File: src/design/cgr_pkg.sv
package cgr_pkg;
   // byte offsets of the bank
   localparam logic [7:0] CGR_OFS_IDENT   = 8'h06;
   localparam logic [7:0] CGR_OFS_BCOUNT  = 8'h07;
   localparam logic [7:0] CGR_OFS_RSVD8   = 8'h08;
   localparam logic [7:0] CGR_OFS_RSVD9   = 8'h09;
   localparam logic [7:0] CGR_OFS_PROG    = 8'h0A;
   localparam logic [7:0] CGR_OFS_STOP    = 8'h0B;
   localparam logic [7:0] CGR_OFS_IMP_LO  = 8'h0C;
   localparam logic [7:0] CGR_OFS_IMP_HI  = 8'h0D;
   localparam logic [7:0] CGR_OFS_BIAS    = 8'h0E;
   // field positions
   localparam int CGR_BIT_MN_EN    = 7;
   localparam int CGR_BIT_PD_KEEP  = 6;
   localparam int CGR_LSB_IMP_EVEN = 2;
   localparam int CGR_LSB_IMP_ODD0 = 6;
   localparam int CGR_LSB_IMP_ODD1 = 4;
   localparam int CGR_LSB_BIAS0    = 2;
   localparam int CGR_LSB_BIAS1    = 6;
   // writable-bit masks
   localparam logic [7:0] CGR_MSK_BCOUNT = 8'h1F;
   localparam logic [7:0] CGR_MSK_PROG   = 8'hC0;
   localparam logic [7:0] CGR_MSK_STOP   = 8'h03;
   localparam logic [7:0] CGR_MSK_IMP_LO = 8'hCC;
   localparam logic [7:0] CGR_MSK_IMP_HI = 8'h3C;
   localparam logic [7:0] CGR_MSK_BIAS   = 8'hCC;
   // reset values
   localparam logic [7:0] CGR_RST_BCOUNT = 8'h08;
   localparam logic [7:0] CGR_RST_PROG   = 8'h40;
   localparam logic [7:0] CGR_RST_STOP   = 8'h00;
   localparam logic [7:0] CGR_RST_BIAS   = 8'h44;
   localparam logic [1:0] CGR_IMP_100    = 2'h2;
   // stop-state encodings: true/complement levels
   typedef enum logic [1:0] {
      CGR_STOP_LOW_LOW  = 2'h0,
      CGR_STOP_HIZ_HIZ  = 2'h1,
      CGR_STOP_HIGH_LOW = 2'h2,
      CGR_STOP_LOW_HIGH = 2'h3
   } cgr_stop_t;
endpackage : cgr_pkg

File: src/design/cgr_stop_drive.sv
`timescale 1ns/1ns
`default_nettype none
// one differential output's disable override
module cgr_stop_drive
   import cgr_pkg::*;
(
   input  wire logic       ref_clk_i,
   input  wire logic       resetn_i,
   input  wire logic       out_en_i,
   input  wire logic [1:0] stop_sel_i,
   output logic            force_o,
   output logic            true_lvl_o,
   output logic            comp_lvl_o,
   output logic            true_oe_n_o,
   output logic            comp_oe_n_o
);
   logic [3:0] drv_nxt;
   logic [3:0] drv_r;

   // decode stop code into level and enable (enable low = driven)
   always_comb
   begin
      case (cgr_stop_t'(stop_sel_i))
         CGR_STOP_HIZ_HIZ:  drv_nxt = 4'h3;
         CGR_STOP_HIGH_LOW: drv_nxt = 4'h8;
         CGR_STOP_LOW_HIGH: drv_nxt = 4'h4;
         default:           drv_nxt = 4'h0;
      endcase
   end

   // registered outputs, low/low driven after reset
   always_ff @(posedge ref_clk_i)
   begin
      if (!resetn_i)
      begin
         drv_r   <= 4'h0;
         force_o <= 1'b0;
      end
      else
      begin
         drv_r   <= drv_nxt;
         force_o <= ~out_en_i;
      end
   end

   assign true_lvl_o  = drv_r[3];
   assign comp_lvl_o  = drv_r[2];
   assign true_oe_n_o = drv_r[1];
   assign comp_oe_n_o = drv_r[0];
endmodule : cgr_stop_drive
`default_nettype wire

File: src/design/cgr_regs.sv
`timescale 1ns/1ns
`default_nettype none
// How it works
// - offset 10 bit 7 enables multiplier/divider programming, resetting to 0.
// - offset 10 bit 6 set keeps configuration through power-down, clear restores defaults of all bytes but 10; resets 1.
// - offset 11 bits 1:0 pick disabled levels 00 low/low, 01 hi-z, 10 high/low, 11 low/high.
// - each output has a two-bit impedance code 33/85/100 ohm, outputs 0-1 in byte 12, 2-3 in 13.
// - offset 14 holds bias selects for enable pins 0 (3:2) and 1 (7:6), each resetting to 01.
// - offsets 8 and 9 are reserved, read zero and ignore writes.
// - a cleared per-output enable forces that output into the selected stop state.
module cgr_regs
   import cgr_pkg::*;
#(
   parameter int         NUM_OUT      = 4,
   parameter logic [1:0] PART_CLASS   = 2'h2, // arbitrary value
   parameter logic [5:0] PART_IDENT   = 6'h2A, // arbitrary value
   parameter logic [7:0] IMP_DEFAULT  = 8'hAA  // 100 ohm for every output
)
(
   input  wire logic               ref_clk_i,
   input  wire logic               resetn_i,
   input  wire logic [7:0]         reg_addr_i,
   input  wire logic               reg_wr_i,
   input  wire logic [7:0]         reg_wdata_i,
   output logic      [7:0]         reg_rdata_o,
   input  wire logic               powerdown_i,
   input  wire logic [NUM_OUT-1:0] out_en_i,
   output logic      [4:0]         block_read_len_o,
   output logic                    divider_prog_en_o,
   output logic                    powerdown_keep_config_o,
   output logic      [1:0]         stop_level_sel_o,
   output logic      [2*NUM_OUT-1:0] out_impedance_sel_o,
   output logic      [1:0]         enable_pin0_bias_sel_o,
   output logic      [1:0]         enable_pin1_bias_sel_o,
   output logic      [NUM_OUT-1:0] out_forced_o,
   output logic      [NUM_OUT-1:0] true_lvl_o,
   output logic      [NUM_OUT-1:0] comp_lvl_o,
   output logic      [NUM_OUT-1:0] true_oe_n_o,
   output logic      [NUM_OUT-1:0] comp_oe_n_o
);
   logic [7:0] bcount_r;
   logic [7:0] prog_r;
   logic [7:0] stop_r;
   logic [7:0] imp_lo_r;
   logic [7:0] imp_hi_r;
   logic [7:0] bias_r;
   logic [7:0] rdata_nxt;
   logic [7:0] rdata_r;
   logic       pd_s1_r;
   logic       pd_s2_r;

   // merge write data into the writable bits only
   function automatic logic [7:0] wr_merge(input logic [7:0] old_v,
                                           input logic [7:0] new_v,
                                           input logic [7:0] msk);
      wr_merge = (old_v & ~msk) | (new_v & msk);
   endfunction : wr_merge

   // true when the byte index selects the given offset
   function automatic logic addr_hit(input logic [7:0] idx,
                                     input logic [7:0] ofs);
      addr_hit = (idx == ofs);
   endfunction : addr_hit

   // address decode
   wire wr_bcount = reg_wr_i && addr_hit(reg_addr_i, CGR_OFS_BCOUNT);
   wire wr_prog   = reg_wr_i && addr_hit(reg_addr_i, CGR_OFS_PROG);
   wire wr_stop   = reg_wr_i && addr_hit(reg_addr_i, CGR_OFS_STOP);
   wire wr_imp_lo = reg_wr_i && addr_hit(reg_addr_i, CGR_OFS_IMP_LO);
   wire wr_imp_hi = reg_wr_i && addr_hit(reg_addr_i, CGR_OFS_IMP_HI);
   wire wr_bias   = reg_wr_i && addr_hit(reg_addr_i, CGR_OFS_BIAS);

   // restore at reset, or on synchronised power-down only when keep flag is clear
   wire pd_restore = pd_s2_r && !prog_r[CGR_BIT_PD_KEEP];
   wire restore    = !resetn_i || pd_restore;
   wire [7:0] imp_lo_def = {IMP_DEFAULT[3:2], 2'h0, IMP_DEFAULT[1:0], 2'h0};
   wire [7:0] imp_hi_def = {2'h0, IMP_DEFAULT[7:6], IMP_DEFAULT[5:4], 2'h0};

   // stop code shared by every output's override
   wire [1:0] stop_code = stop_r[1:0];

   // two-flop synchroniser for the power-down pin
   always_ff @(posedge ref_clk_i)
   begin
      if (!resetn_i)
      begin
         pd_s1_r <= 1'b0;
         pd_s2_r <= 1'b0;
      end
      else
      begin
         pd_s1_r <= powerdown_i;
         pd_s2_r <= pd_s1_r;
      end
   end

   // keep flag and programming enable: reset only, not cleared by power-down
   always_ff @(posedge ref_clk_i)
   begin
      if (!resetn_i)
         prog_r <= CGR_RST_PROG;
      else if (wr_prog)
         prog_r <= wr_merge(prog_r, reg_wdata_i, CGR_MSK_PROG);
   end

   // block-read count, back to eight at reset or lossy power-down
   always_ff @(posedge ref_clk_i)
   begin
      if (restore)
         bcount_r <= CGR_RST_BCOUNT;
      else if (wr_bcount)
         bcount_r <= wr_merge(bcount_r, reg_wdata_i, CGR_MSK_BCOUNT);
   end

   // stop-state code, back to low/low on restore
   always_ff @(posedge ref_clk_i)
   begin
      if (restore)
         stop_r <= CGR_RST_STOP;
      else if (wr_stop)
         stop_r <= wr_merge(stop_r, reg_wdata_i, CGR_MSK_STOP);
   end

   // impedance codes of outputs 0 and 1
   always_ff @(posedge ref_clk_i)
   begin
      if (restore)
         imp_lo_r <= imp_lo_def;
      else if (wr_imp_lo)
         imp_lo_r <= wr_merge(imp_lo_r, reg_wdata_i, CGR_MSK_IMP_LO);
   end

   // impedance codes of outputs 2 and 3
   always_ff @(posedge ref_clk_i)
   begin
      if (restore)
         imp_hi_r <= imp_hi_def;
      else if (wr_imp_hi)
         imp_hi_r <= wr_merge(imp_hi_r, reg_wdata_i, CGR_MSK_IMP_HI);
   end

   // enable-pin bias selects, back to pull-down on restore
   always_ff @(posedge ref_clk_i)
   begin
      if (restore)
         bias_r <= CGR_RST_BIAS;
      else if (wr_bias)
         bias_r <= wr_merge(bias_r, reg_wdata_i, CGR_MSK_BIAS);
   end

   // read mux; reserved offsets and unmapped bytes read zero
   always_comb
   begin
      if (reg_addr_i == CGR_OFS_IDENT)
         rdata_nxt = {PART_CLASS, PART_IDENT};
      else if (reg_addr_i == CGR_OFS_BCOUNT)
         rdata_nxt = bcount_r;
      else if (reg_addr_i == CGR_OFS_RSVD8 || reg_addr_i == CGR_OFS_RSVD9)
         rdata_nxt = 8'h00;
      else if (reg_addr_i == CGR_OFS_PROG)
         rdata_nxt = prog_r;
      else if (reg_addr_i == CGR_OFS_STOP)
         rdata_nxt = stop_r;
      else if (reg_addr_i == CGR_OFS_IMP_LO)
         rdata_nxt = imp_lo_r;
      else if (reg_addr_i == CGR_OFS_IMP_HI)
         rdata_nxt = imp_hi_r;
      else if (reg_addr_i == CGR_OFS_BIAS)
         rdata_nxt = bias_r;
      else
         rdata_nxt = 8'h00;
   end

   // read data registered one cycle behind the index
   always_ff @(posedge ref_clk_i)
   begin
      if (!resetn_i)
         rdata_r <= 8'h00;
      else
         rdata_r <= rdata_nxt;
   end

   // field outputs
   assign reg_rdata_o             = rdata_r;
   assign block_read_len_o        = bcount_r[4:0];
   assign divider_prog_en_o       = prog_r[CGR_BIT_MN_EN];
   assign powerdown_keep_config_o = prog_r[CGR_BIT_PD_KEEP];
   assign stop_level_sel_o        = stop_code;
   assign enable_pin0_bias_sel_o  = bias_r[CGR_LSB_BIAS0 +: 2];
   assign enable_pin1_bias_sel_o  = bias_r[CGR_LSB_BIAS1 +: 2];
   assign out_impedance_sel_o[1:0] = imp_lo_r[CGR_LSB_IMP_EVEN +: 2];
   assign out_impedance_sel_o[3:2] = imp_lo_r[CGR_LSB_IMP_ODD0 +: 2];
   assign out_impedance_sel_o[5:4] = imp_hi_r[CGR_LSB_IMP_EVEN +: 2];
   assign out_impedance_sel_o[7:6] = imp_hi_r[CGR_LSB_IMP_ODD1 +: 2];

   // per-output disable override
   genvar g;
   generate
      for (g = 0; g < NUM_OUT; g = g + 1)
      begin : g_out
         cgr_stop_drive u_drv (
            .ref_clk_i   (ref_clk_i),
            .resetn_i    (resetn_i),
            .out_en_i    (out_en_i[g]),
            .stop_sel_i  (stop_code),
            .force_o     (out_forced_o[g]),
            .true_lvl_o  (true_lvl_o[g]),
            .comp_lvl_o  (comp_lvl_o[g]),
            .true_oe_n_o (true_oe_n_o[g]),
            .comp_oe_n_o (comp_oe_n_o[g])
         );
      end
   endgenerate
endmodule : cgr_regs
`default_nettype wire

File: config.mk
export PLATFORM = sky130hd
export DESIGN_NAME = cgr_regs
export DESIGN_NICKNAME = d
export VERILOG_FILES = /design/src/design/cgr_pkg.sv /design/src/design/cgr_stop_drive.sv /design/src/design/cgr_regs.sv
export SDC_FILE = /design/constraint.sdc
export NUM_CORES = 1
export LEC_CHECK = 0
export BUFFER_PORTS_ARGS = -buffer_cell sky130_fd_sc_hd__buf_2
export CORE_MARGIN = 5
export CORE_UTILIZATION = 50
export DETAILED_ROUTE_END_ITERATION = 10
export HOLD_SLACK_MARGIN = 0.12
export PLACE_DENSITY = 0.79
export SLEW_MARGIN = 20
export SYNTH_ARGS = -nofsm -noshare
export SYNTH_HDL_FRONTEND = slang
export SYNTH_HIERARCHICAL = 1
export SYNTH_SLANG_ARGS = --single-unit
File: constraint.sdc
create_clock -name ref_clk_i -period 2.1 [get_ports ref_clk_i]
set_clock_uncertainty 0.2 [all_clocks]
set_input_delay 0.315 -clock ref_clk_i [delete_from_list [all_inputs] [get_ports ref_clk_i]]
set_output_delay 0.315 -clock ref_clk_i [all_outputs]
set_load 0.1 [all_outputs]
## Word level (Yosys, flattened, before mapping)

Index checks and enable logic that the tools add are counted.

| word-level totals | value |
|---|---|
| memories | 0 |
| bits in read-only memories | 0 |
| register bits after elaboration | 66 |
| bits in latches | 0 |
| bits of input ports | 24 |
| bits in writable memories | 0 |
| word-level logic and storage cells | 59 |

| operators by class | value |
|---|---|
| $lt $le $gt $ge | 0 |
| $mul | 0 |
| equality and inequality tests | 12 |
| $add $sub $neg | 0 |
| bitwise logic cells | 11 |
| reduce and logical (&&, ||, !) cells | 12 |
| mux-type cells | 9 |
| div/mod/pow operators | 0 |
| shifts and indexed selects | 0 |

Operator list:

| operator | number |
|---|---|
| two-way mux 8 bit | 8 |
| equality test 8 x 4 -> 1 bit, second input constant | 7 |
| OR 6 x 8 -> 8 bit | 3 |
| equality test 8 x 3 -> 1 bit, second input constant | 2 |
| one-hot mux 4 bit (3 select lines) | 1 |
| OR 8 x 2 -> 8 bit | 1 |
| OR 8 x 5 -> 8 bit | 1 |
| OR 8 x 6 -> 8 bit | 1 |
| logical AND 1 bit | 7 |
| NOT 1 bit | 5 |
| equality test 2 bit, second input constant | 2 |
| equality test 2 x 1 -> 1 bit, second input constant | 1 |
| logical NOT 1 bit | 2 |
| logical OR 1 bit | 2 |
| OR reduction 2 bit | 1 |

## Logic depth before layout (Yosys ltp)

| depth | value |
|---|---|
| depth after elaboration | 9 |
| mapped depth | 5 |
| depth with buffers taken out | 3 |

## Hierarchy

The synthesis kept the hierarchy.

By module, submodules not included:

| module | area each (um2) | times used | cells each |
|---|---|---|---|
| cgr_regs | 1612.8 | 1 | 173 |
| cgr_stop_drive | 117.6 | 4 | 9 |

## Least setup slack after synthesis

Ideal clock, no wire load.

| path | value |
|---|---|
| path type | register -> register |
| start | register prog_r[6] |
| end | register bcount_r[3] |
| setup time | 0.135 ns |
| arrival time | 1.885 ns |
| cell stages (with the launch flop) | 5 |
| required time | 1.765 ns |
| path buffers | 1 |
| setup slack | -0.121 ns |
| cells stage by stage | dfxtp_1 buf_2 clkinv_1 a211oi_1 mux2i_1 |

| between the ends | value |
|---|---|
| cells in the longest elaborated chain, start to end | 3 |

Ends and longest elaborated chain:

| what | RTL line | RTL |
|---|---|---|
| start: declaration | cgr_regs.sv:42 | `logic [7:0] prog_r;` |
| start signal: assignment | cgr_regs.sv:103 | `prog_r <= wr_merge(prog_r, reg_wdata_i, CGR_MSK_PROG);` |
| logical NOT 1 bit | cgr_regs.sv:74 | `wire pd_restore = pd_s2_r && !prog_r[CGR_BIT_PD_KEEP];` |
| logical AND 1 bit | cgr_regs.sv:74 |  |
| logical OR 1 bit | cgr_regs.sv:75 | `wire restore = !resetn_i \|\| pd_restore;` |
| end signal: assignment | cgr_regs.sv:112 | `bcount_r <= wr_merge(bcount_r, reg_wdata_i, CGR_MSK_BCOUNT);` |
| end: declaration | cgr_regs.sv:41 | `logic [7:0] bcount_r;` |

No other way between the ends.
A chain may end at the register's enable or synchronous reset.

## Final worst setup path

| path | value |
|---|---|
| start | register stop_r[0] |
| end | output stop_level_sel_o[0] |

RTL lines:

| what | RTL line | RTL |
|---|---|---|
| start: declaration | cgr_regs.sv:43 | `logic [7:0] stop_r;` |
| start signal: assignment | cgr_regs.sv:121 | `stop_r <= wr_merge(stop_r, reg_wdata_i, CGR_MSK_STOP);` |
| end: declaration | cgr_regs.sv:31 | `output logic [1:0] stop_level_sel_o,` |

No word-level cell between the ends.

==> flow_metrics.tcl <==
set metrics [dict create \
    finalSetupViolCount 0 \
    grt_pass1_wl_mm 8.576 \
    drv_cap 0 \
    synth_area_per_cell_um2 9.968 \
    die_area_um2 5558 \
    hold_buffers 12 \
    mostFrequentLayoutCells "buf_2 (72), dfxtp_1 (46), o211ai_1 (17), mux2i_1 (17), dlygate4sd3_1 (13)" \
    design.core.area_um2 4029 \
    outcome "finished, final reports clean" \
    ys_seq_elements 47 \
    wire_per_inst_um 16.76 \
    cts_tree "yes" \
    grt_pass1_vias 1726 \
    period_needed_ns 1.878 \
    hold_viol 0 \
    slowest_delay_ns 0.56 \
    syn-instance-count 209 \
    cts.repair.resized 0 \
    synth_top_area_share_pct 45.17 \
    detailed_place_hpwl_mm 3.855 \
    grt_max_degree 32 \
    drtIter0Drc 220 \
    final_common_cell "buf_2" \
    fin_hold_ws_ns 0.1843 \
    insertion_delay_ns 0.31 \
    clkTransAtPathRegs_ns 0.09 \
    startpoint_type "flop" \
    num_rows 23 \
    synth.distinct_cells 44 \
    crit_buf_inv 1 \
    antenna_found_initial 0 \
    globalplace.congestion 0.8840 \
    p_seq_share_pct 50.6 \
    yosysSeqAreaShare_pct 45.17 \
    clock-root-buffer "clkbuf_8" \
    cts.htree.levels 2 \
    critical_path.top_delay_family "flip-flops" \
    numCtsBuffers 5 \
    cp_max_fo 15 \
    rsz0062_at_grt "no" \
    path_cells "buf_2" \
    tns_ns 0 \
    start_util_pct 51.71 \
    die_w_um 74.55 \
    syn_nets 233 \
    pwr-share-comb_pct 10.4 \
    ant_nets 0 \
    p_leak_nw 1.204 \
    finalMaxSlewViolations 0 \
    critPathSlowestCell "dfxtp_1" \
    synthesis.area_um2 2083 \
    grt.overflow.total 0 \
    p_switching_mw 0.4593 \
    layout.cells.non_filler 335 \
    num_vias 1909 \
    io_buffers 72 \
    cp.required_ns 1.58 \
    n_antenna_cell 0 \
    hp-class "primary input to flop" \
    die_y_um 74.55 \
    pin_count 73 \
    cp-end-kind "output pin" \
    viasPerCell 5.699 \
    p_int_mw 1.323 \
    fin_nets 308 \
    cp.arrival_ns 1.36 \
    period_share_pct 89.44 \
    path_class "flop to output pin" \
    syn_to_final_growth_pct 28.65 \
    max-vdd-ir-drop_v 0.0004328 \
    synth.largest_area_cell "dfxtp_1" \
    drive_gt1_share_pct 32.63 \
    yosys-top-cells-area "dfxtp_1 (45%), mux2i_1 (8.2%), o211ai_1 (6.1%)" \
    max_freq_mhz 532.4 \
    track_usage_pct 20.35 \
    first_pass_iters 5 \
    clockBufferDepth 2 \
    drc 0 \
    cts.sinks 47 \
    fillers 337 \
    wl_mm 5.616 \
    switching_share_pct 25.77 \
    synth_warnings 6 \
    p_per_area_nw_per_um2 664.9 \
    clkPwrFrac_pct 39.0 \
    worstMarginPinSlew_ns 0.5040 \
    cts_setup_buffers 0 \
    dp.cells 314 \
    relSlewSlack_pct 66.63 \
]
## stage by stage
stage | util [%] | setup slack, ns | instance area, µm² | total power, mW
final | 66.52 | 0.2217 | 2680 | 1.782
after global routing | 66.52 | 0.1455 | 2680 | 1.847
after CTS | 66.27 | 0.2123 | 2670 | 1.782
after detailed placement | 60.40 | 0.2024 | 2434 | 1.085
after global placement | 60.40 | 0.2251 | 2434 | 1.083
after floorplan | - | 0.1764 | 2085 | 1.036
## final cells by class
cell class / count / area [µm²] / area share [%]
clock buffers: 5 / 68.82 / 2.568
clock inverters: 3 / 47.55 / 1.774
inverters: 6 / 22.52 / 0.8403
multi-input cells: 134 / 1008 / 37.63
flip-flops and latches: 47 / 942.2 / 35.15
well taps: 50 / 62.56 / 2.334
repair buffers: 90 / 528.0 / 19.70
## worst register-to-register path, stage by stage (launching register included)
cell and delay, ns:
dfxtp_1 0.52, clkinv_1 0.30, buf_4 0.26, o211ai_1 0.20, mux2i_1 0.12
## synthesized netlist by cell type (all sizes together)
cell type	number
dfxtp	47
mux2i	17
o211ai	17
clkbuf	12
and3b	10
buf	10
nor2b	10
a211oi	9
nand2	6
nand3	5
nand4	5
nor4	5
o21ai	5
and2	4
and3	4
inv	4
nor2	4
o2bb2ai	4
a21oi	3
a31oi	3
nand2b	3
a32o	2
and4b	2
clkinv	2
nor3	2
o31ai	2
a2111oi	1
a22oi	1
a31o	1
a32oi	1
and4	1
mux2	1
nand3b	1
nand4b	1
nor3b	1
nor4bb	1
or3b	1
or4	1
## cell families after synthesis
| logic type | count (synthesis) | synth area share [%] |
|---|---|---|
| simple gates | 67 | 22.46 |
| buf+inv | 28 | 6.426 |
| compound gates | 49 | 17.24 |
| mux | 18 | 8.709 |
| flops | 47 | 45.17 |
## layer usage
metal	share of wire, %	vias to the layer above	GRT usage [%]
met5	0	-	0
met4	1.6	0	7.115
met3	7.3	9	5.676
met2	48	73	32.39
met1	43	895	26.52
li1	-	932	-
## power groups by stage
| stage | clock (mW) | sequential [mW] | combinational (mW) |
|---|---|---|---|
| 3_5_place_dp | 0 | 0.922 | 0.163 |
| 4_1_cts | 0.699 | 0.901 | 0.182 |
| 5_1_grt | 0.744 | 0.903 | 0.201 |
| 3_3_place_gp | 0 | 0.921 | 0.161 |
| 6_report | 0.695 | 0.901 | 0.186 |
| 2_1_floorplan | 0 | 0.957 | 0.0786 |
## path summary, 6_finish.rpt
| kind | startpoint | end | slack [ns] | depth (start not counted) |
|---|---|---|---|---|
| worst max-delay path | stop_r[0] | stop_level_sel_o[0] | 0.22 | 1 |
| worst min-delay path | resetn_i | reg_rdata_o[6] | 0.18 | 3 |
| worst max register to register | pd_s2_r | stop_r[1] | 0.39 | 4 |
| worst min register to register | pd_s1_r | pd_s2_r | 0.25 | 1 |
## flip-flops by register name, indices dropped and copies added (netlist names)
name / flops
bcount_r: 5
bias_r: 4
g_out.u_drv/drv_r: 12
g_out.u_drv/force_o: 4
imp_hi_r: 4
imp_lo_r: 4
pd_s1_r: 1
pd_s2_r: 1
prog_r: 2
reg_rdata_o: 8
stop_r: 2
(Power assumes the default switching activity.)
